File: config.mk
export PLATFORM = sky130hd
export DESIGN_NAME = prbs_meas_ctrl
export DESIGN_NICKNAME = d
export VERILOG_FILES = /design/src/hdl/prbs_meas_pkg.sv /design/src/hdl/prbs_meas_ctrl.sv /design/src/hdl/lane_err_bank.sv
export SDC_FILE = /design/constraint.sdc
export NUM_CORES = 2
export LEC_CHECK = 0
export BUFFER_PORTS_ARGS = -buffer_cell sky130_fd_sc_hd__buf_4
export CAP_MARGIN = 20
export CORE_MARGIN = 2
export CORE_UTILIZATION = 63
export CTS_CLUSTER_DIAMETER = 200
export DETAILED_ROUTE_END_ITERATION = 10
export PLACE_DENSITY_LB_ADDON = 0.15
export SLEW_MARGIN = 20
export SYNTH_ARGS = -nofsm -noshare
export SYNTH_HDL_FRONTEND = slang
export SYNTH_HIERARCHICAL = 1
export SYNTH_SLANG_ARGS = --single-unit
File: constraint.sdc
create_clock -name clk_in -period 5.6 [get_ports clk_in]
set_clock_uncertainty 0.15 [all_clocks]
set_input_delay 0.84 -clock clk_in [delete_from_list [all_inputs] [get_ports clk_in]]
set_output_delay 0.84 -clock clk_in [all_outputs]
set_load 0.03 [all_outputs]
File: src/hdl/prbs_meas_pkg.sv
package prbs_meas_pkg;
    // Register byte offsets on the AXI4-Lite bus
    localparam logic [7:0] CTRL_OFS = 8'h00;
    localparam logic [7:0] HOST_EN_OFS = 8'h04;
    localparam logic [7:0] MEDIA_EN_OFS = 8'h08;
    localparam logic [7:0] CFG_OFS = 8'h0c;
    localparam logic [7:0] CUSTOM_OFS = 8'h10;
    localparam logic [7:0] FLAGS_OFS = 8'h14;
    localparam logic [7:0] RES_SEL_OFS = 8'h18;
    localparam logic [7:0] RESULT_OFS = 8'h1c;
    localparam logic [7:0] STATUS_OFS = 8'h20;
    // Control byte fields
    localparam int UPD_SEL_BIT = 0;
    localparam int MTIME_LSB = 1;
    localparam int FREEZE_BIT = 5;
    localparam int GLOBAL_BIT = 7;
    // Config fields
    localparam int PERIODIC_CAP_BIT = 0;
    localparam int PER_LANE_CAP_BIT = 1;
    // Result selector fields
    localparam int SEL_SIDE_BIT = 3;
    localparam int SEL_PREV_BIT = 4;
    // Reset values
    localparam logic [7:0] CTRL_RST = 8'h00;
    localparam logic [7:0] CUSTOM_RST = 8'h01;
    localparam logic [7:0] CFG_RST = 8'h01;
    // Geometry
    localparam int LANES = 8;
    localparam int CNT_W = 16;
    // Time base
    localparam longint SEC_NS = 1000000000;
    localparam longint CLK_PERIOD_NS = 4;
    localparam int ONE_SEC_CYCLES = int'(SEC_NS / CLK_PERIOD_NS);
    // Gate lengths and update intervals in seconds
    localparam logic [7:0] GATE_5S = 8'h05;
    localparam logic [7:0] GATE_10S = 8'h0a;
    localparam logic [7:0] GATE_30S = 8'h1e;
    localparam logic [7:0] GATE_60S = 8'h3c;
    localparam logic [7:0] GATE_120S = 8'h78;
    localparam logic [2:0] UPD_1S = 3'h1;
    localparam logic [2:0] UPD_5S = 3'h5;
    // AXI responses
    localparam logic [1:0] RESP_OKAY = 2'h0;
    localparam logic [1:0] RESP_SLVERR = 2'h2;
endpackage

File: src/hdl/prbs_meas_ctrl.sv
// How it works
// RQ1: Measurement time field zero means ungated, counters run until stopped.
// RQ2: Ungated periodic results accumulate and refresh silently; host polls them.
// RQ3: Newly enabled lanes on either side get cleared, then count.
// RQ4: Disabling lanes stops counting and copies results to current and previous.
// RQ5: Without periodic capability, ungated current results refresh only on stop.
// RQ6: With periodic capability, current results refresh at the chosen interval.
// RQ7: Update select 0 means one second, 1 means five seconds.
// RQ8: Freeze release with global bit clear restarts only enabled lanes.
// RQ9: Freeze release with global bit set restarts all lanes on both sides.
// RQ10: Before a reset, results are copied to current and previous copies.
// RQ11: After reset current restarts, previous keeps the pre-reset counts.
// RQ12: Setting the freeze bit holds enabled counters readable in results.
// RQ13: Clearing the freeze bit resets enabled lanes on host and media.
// RQ14: Host may restart each side by toggling that side's enables.
// RQ15: One gate timer per side shared by all lanes.
// RQ16: In gated mode the global bit is ignored.
// RQ17: Gated enable resets that side's timer and lanes, then counting starts.
// RQ18: Gate expiry stops counting and publishes the period's results.
// RQ19: Each gate expiry raises that side's gate-complete flag.
// RQ20: Unread results are overwritten by the newest gating period.
// RQ21: Gated without periodic capability, results appear only at gate end.
// RQ22: Gated with periodic capability, current results refresh while gating.
// RQ23: Host restarts gating by toggling the enable registers.
// RQ24: Field codes 1..5 give 5,10,30,60,120 s; 7 custom; 0 ungated.
// RQ25: Second ticks come from the core clock and only advance while running.
//
// Register access over AXI4-Lite and the address map were chosen for this implementation.
module prbs_meas_ctrl #(
    parameter int SEC_CYCLES = prbs_meas_pkg::ONE_SEC_CYCLES
) (
    input wire logic clk_in,
    input wire logic rst_in,
    input wire logic [7:0] awaddr_in,
    input wire logic awvalid_in,
    output logic awready_out,
    input wire logic [31:0] wdata_in,
    input wire logic [3:0] wstrb_in,
    input wire logic wvalid_in,
    output logic wready_out,
    output logic [1:0] bresp_out,
    output logic bvalid_out,
    input wire logic bready_in,
    input wire logic [7:0] araddr_in,
    input wire logic arvalid_in,
    output logic arready_out,
    output logic [31:0] rdata_out,
    output logic [1:0] rresp_out,
    output logic rvalid_out,
    input wire logic rready_in,
    input wire logic [prbs_meas_pkg::LANES-1:0] host_err_in,
    input wire logic [prbs_meas_pkg::LANES-1:0] media_err_in
);
    import prbs_meas_pkg::*;

    typedef logic [CNT_W-1:0] cnt_t;
    localparam logic [27:0] SEC_LAST = 28'(SEC_CYCLES - 1);

    // Gate length in seconds; the reserved code falls back to the custom length
    function automatic logic [7:0] gate_len(input logic [2:0] mt, input logic [7:0] custom);
        unique case (mt)
            3'h1: gate_len = GATE_5S;
            3'h2: gate_len = GATE_10S;
            3'h3: gate_len = GATE_30S;
            3'h4: gate_len = GATE_60S;
            3'h5: gate_len = GATE_120S;
            default: gate_len = (custom == 8'h00) ? 8'h01 : custom;
        endcase
    endfunction

    function automatic logic is_reg(input logic [7:0] a);
        is_reg = (a <= STATUS_OFS) && (a[1:0] == 2'h0);
    endfunction

    // Bus-side state
    logic aw_got;
    logic w_got;
    logic [7:0] wr_addr;
    logic [31:0] wr_data;
    logic [3:0] wr_strb;
    // Registers
    logic [7:0] ctrl;
    logic [LANES-1:0] en [2];
    logic [LANES-1:0] en_q [2];
    logic [7:0] cfg;
    logic [7:0] custom_secs;
    logic [1:0] gate_flag;
    logic [4:0] res_sel;
    // Per-side timing state
    logic [27:0] presc [2];
    logic [7:0] secs [2];
    logic [2:0] upd_secs [2];
    logic expired [2];
    // Result copies
    cnt_t cur [2][LANES];
    cnt_t prev [2][LANES];
    logic [LANES-1:0][CNT_W-1:0] live [2];
    // Decoded events
    logic do_write;
    logic ctrl_wr;
    logic hold_pulse;
    logic release_pulse;
    logic gated;
    logic periodic_cap;
    logic [7:0] gate_secs;
    logic [2:0] upd_len;
    logic [LANES-1:0] rise [2];
    logic [LANES-1:0] fall [2];
    logic [LANES-1:0] clear_mask [2];
    logic [LANES-1:0] count_mask [2];
    logic running [2];
    logic sec_tick [2];
    logic expire [2];
    logic upd [2];
    logic [31:0] rd_value;
    logic rd_ok;

    assign do_write = aw_got && w_got;
    assign ctrl_wr = do_write && wr_addr == CTRL_OFS && wr_strb[0];
    assign gated = ctrl[MTIME_LSB+2:MTIME_LSB] != 3'h0; // RQ1
    assign periodic_cap = cfg[PERIODIC_CAP_BIT];
    assign gate_secs = gate_len(ctrl[MTIME_LSB+2:MTIME_LSB], custom_secs); // RQ24
    assign upd_len = ctrl[UPD_SEL_BIT] ? UPD_5S : UPD_1S; // RQ7

    // Freeze bit edges as written by software
    assign hold_pulse = ctrl_wr && wr_data[FREEZE_BIT] && !ctrl[FREEZE_BIT]; // RQ12
    assign release_pulse = ctrl_wr && !wr_data[FREEZE_BIT] && ctrl[FREEZE_BIT]; // RQ13

    // Per-side event decode; each side has one gate timer shared by all its lanes
    always_comb begin
        for (int s = 0; s < 2; s++) begin
            rise[s] = en[s] & ~en_q[s]; // RQ14 RQ23
            fall[s] = en_q[s] & ~en[s];
            running[s] = (|en[s]) && !expired[s] && !ctrl[FREEZE_BIT]; // RQ15
            sec_tick[s] = running[s] && presc[s] == SEC_LAST; // RQ25
            expire[s] = gated && sec_tick[s] && (secs[s] + 8'h01) >= gate_secs; // RQ18
            upd[s] = periodic_cap && sec_tick[s] && !expire[s]
                && (upd_secs[s] + 3'h1) >= upd_len; // RQ6 RQ22
            count_mask[s] = running[s] ? en[s] : '0; // RQ4
            clear_mask[s] = rise[s]; // RQ3 RQ17
            if (release_pulse) begin
                // Global bit only widens the reset when ungated
                if (!gated && ctrl[GLOBAL_BIT]) begin
                    clear_mask[s] = '1; // RQ9
                end else begin
                    clear_mask[s] = rise[s] | en[s]; // RQ8 RQ16
                end
            end
        end
    end

    lane_err_bank host_bank (
        .clk_in(clk_in),
        .rst_in(rst_in),
        .clear_in(clear_mask[0]),
        .count_in(count_mask[0]),
        .err_in(host_err_in),
        .live_out(live[0])
    );

    lane_err_bank media_bank (
        .clk_in(clk_in),
        .rst_in(rst_in),
        .clear_in(clear_mask[1]),
        .count_in(count_mask[1]),
        .err_in(media_err_in),
        .live_out(live[1])
    );

    // Gate timer and update interval per side; stand still unless running
    always_ff @(posedge clk_in) begin
        for (int s = 0; s < 2; s++) begin
            if (rst_in || (|rise[s]) || release_pulse) begin
                presc[s] <= '0; // RQ17
                secs[s] <= '0;
                upd_secs[s] <= '0;
                expired[s] <= 1'b0;
            end else if (running[s]) begin
                presc[s] <= sec_tick[s] ? 28'h0 : presc[s] + 28'h1;
                if (sec_tick[s]) begin
                    secs[s] <= secs[s] + 8'h01;
                    upd_secs[s] <= upd[s] ? 3'h0 : upd_secs[s] + 3'h1;
                end
                if (expire[s]) begin
                    expired[s] <= 1'b1; // RQ18
                end
            end
        end
    end

    // Result copies; prev only moves on a stop, a freeze or a gate end
    always_ff @(posedge clk_in) begin
        for (int s = 0; s < 2; s++) begin
            for (int l = 0; l < LANES; l++) begin
                if (rst_in) begin
                    cur[s][l] <= '0;
                    prev[s][l] <= '0;
                end else begin
                    if (clear_mask[s][l] && periodic_cap) begin
                        cur[s][l] <= '0; // RQ11
                    end else if (fall[s][l] || expire[s] || upd[s]
                        || (hold_pulse && en[s][l])) begin
                        cur[s][l] <= live[s][l]; // RQ2 RQ5 RQ10 RQ21
                    end
                    if (fall[s][l] || expire[s] || (hold_pulse && en[s][l])) begin
                        prev[s][l] <= live[s][l]; // RQ10 RQ20
                    end
                end
            end
        end
    end

    // Enable history for edge detection
    always_ff @(posedge clk_in) begin
        for (int s = 0; s < 2; s++) begin
            en_q[s] <= rst_in ? '0 : en[s];
        end
    end

    // Software-written registers
    always_ff @(posedge clk_in) begin
        if (rst_in) begin
            ctrl <= CTRL_RST;
            en[0] <= '0;
            en[1] <= '0;
            cfg <= CFG_RST;
            custom_secs <= CUSTOM_RST;
            res_sel <= '0;
        end else if (do_write && wr_strb[0]) begin
            unique case (wr_addr)
                CTRL_OFS: ctrl <= wr_data[7:0];
                HOST_EN_OFS: en[0] <= wr_data[7:0];
                MEDIA_EN_OFS: en[1] <= wr_data[7:0];
                CFG_OFS: cfg <= {7'h00, wr_data[PERIODIC_CAP_BIT]};
                CUSTOM_OFS: custom_secs <= wr_data[7:0];
                RES_SEL_OFS: res_sel <= wr_data[4:0];
                default: ;
            endcase
        end
    end

    // Gate-complete flags clear on read; a same-cycle expiry wins
    always_ff @(posedge clk_in) begin
        if (rst_in) begin
            gate_flag <= 2'h0;
        end else begin
            for (int s = 0; s < 2; s++) begin
                if (expire[s]) begin
                    gate_flag[s] <= 1'b1; // RQ19
                end else if (arvalid_in && arready_out && araddr_in == FLAGS_OFS) begin
                    gate_flag[s] <= 1'b0;
                end
            end
        end
    end

    // Read mux
    always_comb begin
        rd_value = 32'h0;
        rd_ok = is_reg(araddr_in);
        unique case (araddr_in)
            CTRL_OFS: rd_value = {24'h0, ctrl};
            HOST_EN_OFS: rd_value = {24'h0, en[0]};
            MEDIA_EN_OFS: rd_value = {24'h0, en[1]};
            CFG_OFS: rd_value = {24'h0, cfg & ~(8'h01 << PER_LANE_CAP_BIT)};
            CUSTOM_OFS: rd_value = {24'h0, custom_secs};
            FLAGS_OFS: rd_value = {30'h0, gate_flag};
            RES_SEL_OFS: rd_value = {27'h0, res_sel};
            RESULT_OFS: rd_value = {16'h0, res_sel[SEL_PREV_BIT]
                ? prev[res_sel[SEL_SIDE_BIT]][res_sel[2:0]]
                : cur[res_sel[SEL_SIDE_BIT]][res_sel[2:0]]};
            STATUS_OFS: rd_value = {8'h00, secs[1], secs[0], 4'h0, expired[1], expired[0],
                running[1], running[0]};
            default: rd_value = 32'h0;
        endcase
    end

    // Write channels: address and data taken in either order
    always_ff @(posedge clk_in) begin
        if (rst_in) begin
            aw_got <= 1'b0;
            awready_out <= 1'b0;
            wr_addr <= 8'h00;
        end else if (awvalid_in && awready_out) begin
            aw_got <= 1'b1;
            awready_out <= 1'b0;
            wr_addr <= awaddr_in;
        end else if (do_write) begin
            aw_got <= 1'b0;
        end else if (!aw_got && !bvalid_out) begin
            awready_out <= 1'b1;
        end
    end

    always_ff @(posedge clk_in) begin
        if (rst_in) begin
            w_got <= 1'b0;
            wready_out <= 1'b0;
            wr_data <= 32'h0;
            wr_strb <= 4'h0;
        end else if (wvalid_in && wready_out) begin
            w_got <= 1'b1;
            wready_out <= 1'b0;
            wr_data <= wdata_in;
            wr_strb <= wstrb_in;
        end else if (do_write) begin
            w_got <= 1'b0;
        end else if (!w_got && !bvalid_out) begin
            wready_out <= 1'b1;
        end
    end

    // Write response one cycle after both halves are held
    always_ff @(posedge clk_in) begin
        if (rst_in) begin
            bvalid_out <= 1'b0;
            bresp_out <= RESP_OKAY;
        end else if (do_write) begin
            bvalid_out <= 1'b1;
            bresp_out <= is_reg(wr_addr) ? RESP_OKAY : RESP_SLVERR;
        end else if (bready_in) begin
            bvalid_out <= 1'b0;
        end
    end

    // Read channel; data captured at the address handshake
    always_ff @(posedge clk_in) begin
        if (rst_in) begin
            arready_out <= 1'b0;
            rvalid_out <= 1'b0;
            rdata_out <= 32'h0;
            rresp_out <= RESP_OKAY;
        end else if (arvalid_in && arready_out) begin
            arready_out <= 1'b0;
            rvalid_out <= 1'b1;
            rdata_out <= rd_value;
            rresp_out <= rd_ok ? RESP_OKAY : RESP_SLVERR;
        end else if (rvalid_out && rready_in) begin
            rvalid_out <= 1'b0;
        end else if (!rvalid_out) begin
            arready_out <= 1'b1;
        end
    end

    // Checks
    a_ungated_no_expiry: assert property (@(posedge clk_in) disable iff (rst_in) // RQ1
        !gated |=> !$rose(expired[0]) && !$rose(expired[1]))
        else $error("gate expired while ungated");
    a_new_lane_clear: assert property (@(posedge clk_in) disable iff (rst_in) // RQ3
        rise[0][0] |=> live[0][0] == '0)
        else $error("newly enabled lane not cleared");
    a_stop_copies_cur: assert property (@(posedge clk_in) disable iff (rst_in) // RQ4
        fall[0][0] && !(clear_mask[0][0] && periodic_cap)
        |=> cur[0][0] == $past(live[0][0]) && prev[0][0] == $past(live[0][0]))
        else $error("stopped lane results not published");
    a_update_needs_cap: assert property (@(posedge clk_in) disable iff (rst_in) // RQ5
        !periodic_cap |-> !upd[0] && !upd[1])
        else $error("periodic refresh without capability");
    a_global_all_lanes: assert property (@(posedge clk_in) disable iff (rst_in) // RQ9
        release_pulse && !gated && ctrl[GLOBAL_BIT] |=> live[0] == '0 && live[1] == '0)
        else $error("global reset missed a lane");
    a_gated_ignores_global: assert property (@(posedge clk_in) disable iff (rst_in) // RQ16
        release_pulse && gated |-> (clear_mask[0] & ~(rise[0] | en[0])) == '0
        && (clear_mask[1] & ~(rise[1] | en[1])) == '0)
        else $error("global bit acted while gated");
    a_frozen_no_count: assert property (@(posedge clk_in) disable iff (rst_in) // RQ12
        ctrl[FREEZE_BIT] |-> count_mask[0] == '0 && count_mask[1] == '0)
        else $error("counting while frozen");
    a_enable_timer_zero: assert property (@(posedge clk_in) disable iff (rst_in) // RQ17
        |rise[1] |=> secs[1] == 8'h00 && presc[1] == 28'h0 && !expired[1])
        else $error("enable did not restart gate timer");
    a_expiry_stops_all: assert property (@(posedge clk_in) disable iff (rst_in) // RQ18
        expire[0] |=> count_mask[0] == '0 && prev[0][0] == $past(live[0][0]))
        else $error("gate expiry did not stop and publish");
    a_flag_on_expiry: assert property (@(posedge clk_in) disable iff (rst_in) // RQ19
        expire[0] |=> gate_flag[0])
        else $error("gate-complete flag not raised");
    a_tick_period: assert property (@(posedge clk_in) disable iff (rst_in) // RQ25
        sec_tick[0] |-> presc[0] == SEC_LAST && running[0])
        else $error("second tick outside running time");
endmodule // prbs_meas_ctrl

File: src/hdl/lane_err_bank.sv
// Eight saturating per-lane error counters with clear and count masks
module lane_err_bank (
    input wire logic clk_in,
    input wire logic rst_in,
    input wire logic [prbs_meas_pkg::LANES-1:0] clear_in,
    input wire logic [prbs_meas_pkg::LANES-1:0] count_in,
    input wire logic [prbs_meas_pkg::LANES-1:0] err_in,
    output logic [prbs_meas_pkg::LANES-1:0][prbs_meas_pkg::CNT_W-1:0] live_out
);
    import prbs_meas_pkg::*;

    // Clear beats counting so a restart never carries an old error forward
    always_ff @(posedge clk_in) begin
        for (int l = 0; l < LANES; l++) begin
            if (rst_in || clear_in[l]) begin
                live_out[l] <= '0;
            end else if (count_in[l] && err_in[l] && live_out[l] != '1) begin
                live_out[l] <= live_out[l] + 1'b1; // Saturates, never wraps
            end
        end
    end
endmodule // lane_err_bank

== Word-level counts from Yosys, hierarchy flattened ==
Memories as Yosys holds them, arrays and structs flattened. A register that Yosys moved wholly into a read port is not among the register bits.
Index checks and enable logic that the tools add are counted.
Widths: inputs -> output; s select.
Word-level totals
  register bits after elaboration: 340
  bits in latches: 0
  bits in writable memories: 624
  bits in read-only memories: 0
  input port bits: 75
  output and inout port bits: 41
  word-level logic and storage cells: 691
  memories kept: 8
Memory list
  cur: depth 2, width 128, read ports 1, clocked after memory_dff 1, write ports 2, RTL line prbs_meas_ctrl.sv:95  | cnt_t cur [2][LANES];
  prev: depth 2, width 128, read ports 1, clocked after memory_dff 1, write ports 2, RTL line prbs_meas_ctrl.sv:96  | cnt_t prev [2][LANES];
  presc: depth 2, width 28, read ports 2, clocked after memory_dff 0, write ports 2, RTL line prbs_meas_ctrl.sv:90  | logic [27:0] presc [2];
  en: depth 2, width 8, read ports 2, clocked after memory_dff 0, write ports 2, RTL line prbs_meas_ctrl.sv:83  | logic [LANES-1:0] en [2];
  en_q: depth 2, width 8, read ports 2, clocked after memory_dff 0, write ports 2, RTL line prbs_meas_ctrl.sv:84  | logic [LANES-1:0] en_q [2];
  secs: depth 2, width 8, read ports 2, clocked after memory_dff 0, write ports 2, RTL line prbs_meas_ctrl.sv:91  | logic [7:0] secs [2];
  +2 memories
Operators by class
  add/sub/neg operators: 22
  $mul: 0
  div/mod/pow operators: 0
  magnitude comparators: 7
  equal/unequal tests: 36
  shift operators: 0
  multiplexer cells: 293
  bitwise logic cells: 72
  reduce and logical (&&, ||, !) cells: 218
Operators by type and width (count)
  $mux 16: 53
  $add 16x1->16 const B: 16
  $ne 16x16->1 const B: 16
  $pmux 24 s9: 1
  $mux 1: 212
  $mux 28: 4
  $mux 8: 13
  $logic_and 1x1->1: 98
  $bmux 16 s3: 2
  $logic_or 1x1->1: 84
  $or 1x1->1: 58
  $add 28x1->28 const B: 2
  $eq 28x28->1 const B: 2
  $eq 8x5->1 const B: 6
  $pmux 8 s5: 1
  $and 8x8->8: 4
  $eq 8x4->1 const B: 4
  $not 8->8: 4
  $reduce_or 8->1: 4
  $logic_not 8->1: 3
  $add 8x1->8 const B: 2
  $eq 8x3->1 const B: 2
  $ge 8x8->1: 2
  $le 8x6->1 const B: 2
  other kinds (18): 53

== Longest topological paths before layout ==
An unclocked memory read counts as a cell.
  word-level depth: 17
  depth in mapped cells: 14
  depth with buffers taken out: 11

== By module ==
The synthesis kept the hierarchy.
Modules (own cells, without submodules)
  prbs_meas_ctrl: times used 1, cells each 3219, area each 36292.3 um^2, seq. area each 20069.2 um^2
  lane_err_bank at media_bank: times used 1, cells each 834, area each 6857.8 um^2, seq. area each 2562.5 um^2
  lane_err_bank at host_bank: times used 1, cells each 823, area each 6742.7 um^2, seq. area each 2562.5 um^2

== Worst setup path after synthesis ==
OpenSTA, ideal clock, no wires.
  path type: register to register
  start point: reg ctrl[1]
  end point: mem prev[0][0] in the netlist's numbering (enable)
  library setup time: 0.416 ns
  arrival time: 3.318 ns
  path slack: 1.716 ns
  stages on the path, launching flop included: 13
  path buffers: 3
  period minus slack after synthesis: 3.884 ns
  path through: dfxtp_1 > clkbuf_1 > or3_1 > nand2_1 > a22oi_1 > ha_1 > a21o_1 > a21oi_1 > nand2_1 > o211ai_1 > clkbuf_1 > clkbuf_1 > nand3_1
RTL lines
  from (decl): RTL line prbs_meas_ctrl.sv:82  | logic [7:0] ctrl;
  from (signal assigned): RTL line prbs_meas_ctrl.sv:231  | CTRL_OFS: ctrl <= wr_data[7:0];
  to (decl): RTL line prbs_meas_ctrl.sv:96

==> key figures <==
Yosys
  – Synth top area cells: edfxtp_1, dfxtp_1, mux4_2
  – Post-synth top area share: 0.365
  – Cell Area, Synth: 49900 um^2
  – Synth Area in Compound Gates: 0.165
  – Simple-Gate Fraction of Synth Area: 0.178
  – Sequential share of the synthesized area: 0.505
  – Mapped Cells: 4876
  – Adder-Cell Fraction of Synth Area: 0.00993
  – #FFs+latches synth: 955
  – Syn. warnings: 6
  – Synth cell types: 101
  – Syn avg cell area: 10.2 um^2
  – Post-synthesis mux area share: 0.0867
  – Largest family of logic cells by synthesized area: simple AND/OR/NAND/NOR gates
  – Cell taking the most area after synthesis: edfxtp_1
  – Post-synth EDFFs: 607
  – Post-Synth XOR/XNOR Area: 0.0123
  – Top_reg_cell synth: edfxtp_1
  – Post-synth ARST share: 0

Routing
  – Routed vias: 41200
  – Initial DRC Count: 5748
  – WL per Instance: 25.1 um
  – Routed wire length: 150 mm
  – Vias per inst: 6.88
  – Pre-Repair DR Iteration Count: 9
  – Post-route ant nets: 0
  – DRC: 0

STA
  – Highest clock rate: 226 MHz
  – Final Hold Fails: 0
  – Slew margin rel.: 0.199
  – Setup slack after layout: 1.17 ns
  – Unrepaired setup endpoints after global routing: false
  – Setup_tns: 0 ns
  – Fin crit period: 4.43 ns
  – Worst-Margin Slew: 1.19 ns
  – Max-slew violations: 0
  – Period utilization: 0.790
  – Finish-stage setup viols: 0

Global routing
  – Largest net degree at the start of global routing: 129
  – Grt ovf: 0
  – Vias in the first global route: 37500
  – Antenna violations before repair: 3
  – First-pass GRT wire length: 227 mm
  – GRT Total Usage: 0.362

Clock tree
  – Post-CTS sizing: 0
  – Post-CTS Setup Bufs: 0
  – CTS H-Tree Depth: 3
  – Clock sinks: 955
  – Clk pin slew, worst setup/hold paths: 0.06 ns
  – CTS Root Cell: clkbuf_16
  – CTS tree: done
  – Total CTS buffers: 100
  – Clk buf depth: 3
  – Worst skew pair latency: 0.68 ns
  – CTS Hold Bufs: 0

Outcome
  – Status: complete, no violations

Floorplanning
  – CORE AREA: 78700 um^2
  – Die area: 81500 um^2
  – Die Height: 285 um
  – Initial core utilization: 0.634
  – Floorplan row count: 103
  – Chip width: 285 um
  – IO Pins: 116

Final layout
  – N_diodes: 0
  – Layout Cells excl Fill: 5994
  – Fill count: 5733
  – Share of cells above drive strength 1: 0.129
  – Area growth syn-to-layout: 9.77%
  – Final net count: 4973
  – Final Util: 0.696

Setup path
  – CP required: 5.62 ns
  – Worst setup SP type: flop
  – CP Max Fanout: 16
  – Setup CP Type: reg2reg
  – CP Capture Type: flop
  – Signal arrival time at the worst endpoint: 4.45 ns

Placed design
  – Pre-CTS WS: 1.36 ns
  – GPL Wtd Cong: 1.00
  – DP Cell Count: 5805
  – Port Buffer Count: 78
  – HPWL reported at the end of detailed placement: 105 mm

Hold path
  – Worst hold path class: in2reg

Power and ir drop
  – Leak pwr: 17.4 nW
  – P per Cell Area: 278 nW/um^2
  – Final Power: 15.2 mW
  – Peak VDD IR: 0.292 mV

Run
  – Max cap viols: 0
-- synthesized netlist by cell type (10+ instances only) --
cell type,number
nand2_1,687
edfxtp_1,607
a21oi_1,409
dfxtp_1,348
a211oi_1,234
nor2_1,230
clkbuf_1,218
inv_1,201
nand3_1,200
o21ai_0,176
mux4_2,136
mux2i_1,125
or3_1,94
nand4_1,86
or4_1,73
and3_1,66
o31ai_1,64
a21oi_2,62
nor3_1,62
o21ai_1,62
buf_2,54
nor2b_1,52
and2_1,47
nor4_1,45
ha_1,38
xor2_1,36
and4_1,35
a31oi_1,34
xnor2_1,34
o211ai_1,23
or2_2,21
o41ai_1,20
nand2b_1,16
o2111ai_1,16
a2111o_1,14
buf_4,14
a22o_1,12
o311ai_0,12
buf_1,11
buf_6,11
a2111oi_0,10
o21a_1,10
-- path summary, 6_finish.rpt --
check             slack, ns                         start                       end  cells after the start
hold reg to reg        0.31       wr_addr[1]$_SDFFE_PP0P_   wr_addr[1]$_SDFFE_PP0P_                      2
setup / recovery       1.17  upd_secs[0][0]$_SDFFCE_PP0P_  cur[0][12]$_SDFFCE_PN0P_                     11
hold / removal         0.28                   wdata_in[2]   wr_data[2]$_SDFFE_PP0P_                      3
setup reg to reg       1.17  upd_secs[0][0]$_SDFFCE_PP0P_  cur[0][12]$_SDFFCE_PN0P_                     11
-- per-stage QoR --
step                area [um^2]  hold slack [ns]
detailed placement        51400            0.297
floorplan                 49900            0.281
CTS                       54700            0.259
finish                    54800            0.283
global placement          51400            0.286
global route              54800            0.278
-- cell type report --
| class | count | area [um^2] | area share |
|---|---|---|---|
| clock buffers | 130 | 2720 | 0.0496 |
| clock inverters | 56 | 547 | 0.00998 |
| inverters | 202 | 763 | 0.0139 |
| multi-input cells | 3416 | 22700 | 0.415 |
| flip-flops and latches | 955 | 25200 | 0.460 |
| well taps | 1050 | 1310 | 0.0240 |
| repair buffers | 185 | 1490 | 0.0272 |
-- logic make-up after synthesis --
family / Yosys count
buf+inv: 514
xor+xnor: 70
flops: 955
simple gates: 1773
compound gates: 1261
fa+ha+maj: 40
mux: 262
other cells: 1
-- placed cells by master, fill, tap and decap left out, types with 94 or more instances in the layout --
| cell type | synthesis | layout |
|---|---|---|
| nor2_1 | 230 | 230 |
| mux4_2 | 136 | 136 |
| buf_4 | 14 | 175 |
| nand3_1 | 200 | 199 |
| inv_1 | 201 | 200 |
| o21ai_0 | 176 | 173 |
| a21oi_1 | 409 | 409 |
| dfxtp_1 | 348 | 344 |
| or3_1 | 94 | 94 |
| a211oi_1 | 234 | 232 |
| nand2_1 | 687 | 686 |
| edfxtp_1 | 607 | 607 |
| clkbuf_16 | 0 | 102 |
| mux2i_1 | 125 | 125 |
-- state kept, by name, indices dropped and copies added, names as in the netlist, 2 cells and up, named ones only --
name                 count
ctrl                     8
cur                    256
custom_secs              8
en                      16
en_q                    16
expired                  2
gate_flag                2
host_bank/live_out     128
media_bank/live_out    128
presc                   56
prev                   256
rdata_out               24
res_sel                  5
secs                    16
upd_secs                 6
wr_addr                  8
wr_data                  8
-- metal layers --
| layer | GRT usage | up-vias | wire (um) | share of wire |
|---|---|---|---|---|
| met3 | 0.103 | 370 | 19900 | 0.13 |
| met5 | 0 | - | 41 | 0.00027 |
| li1 | - | 18400 | - | - |
| met2 | 0.541 | 2753 | 65900 | 0.44 |
| met4 | 0.132 | 6 | 6350 | 0.042 |
| met1 | 0.507 | 19700 | 58000 | 0.39 |
-- worst max-delay path, cell delays in order, from the launching register on --
cell      delay (ns)
edfxtp_1        0.44
ha_1            0.24
xnor2_1         0.21
inv_1           0.07
ha_1            0.19
nor4b_1         0.55
nor2_1          0.29
nor2_1          0.14
nand2_1         0.06
o21ai_1         0.62
buf_4           0.30
nand3_1         0.62
-- where the power goes --
part / switching [mW] / total (mW) / internal, mW / leakage (nW)
Combinational: 0.489 / 0.699 / 0.209 / 6.37
Clock: 2.91 / 6.72 / 3.81 / 1.57
Sequential: 0.146 / 7.81 / 7.66 / 9.44
Total: 3.55 / 15.2 / 11.7 / 17.4
Power figures use the tool's default switching activity.
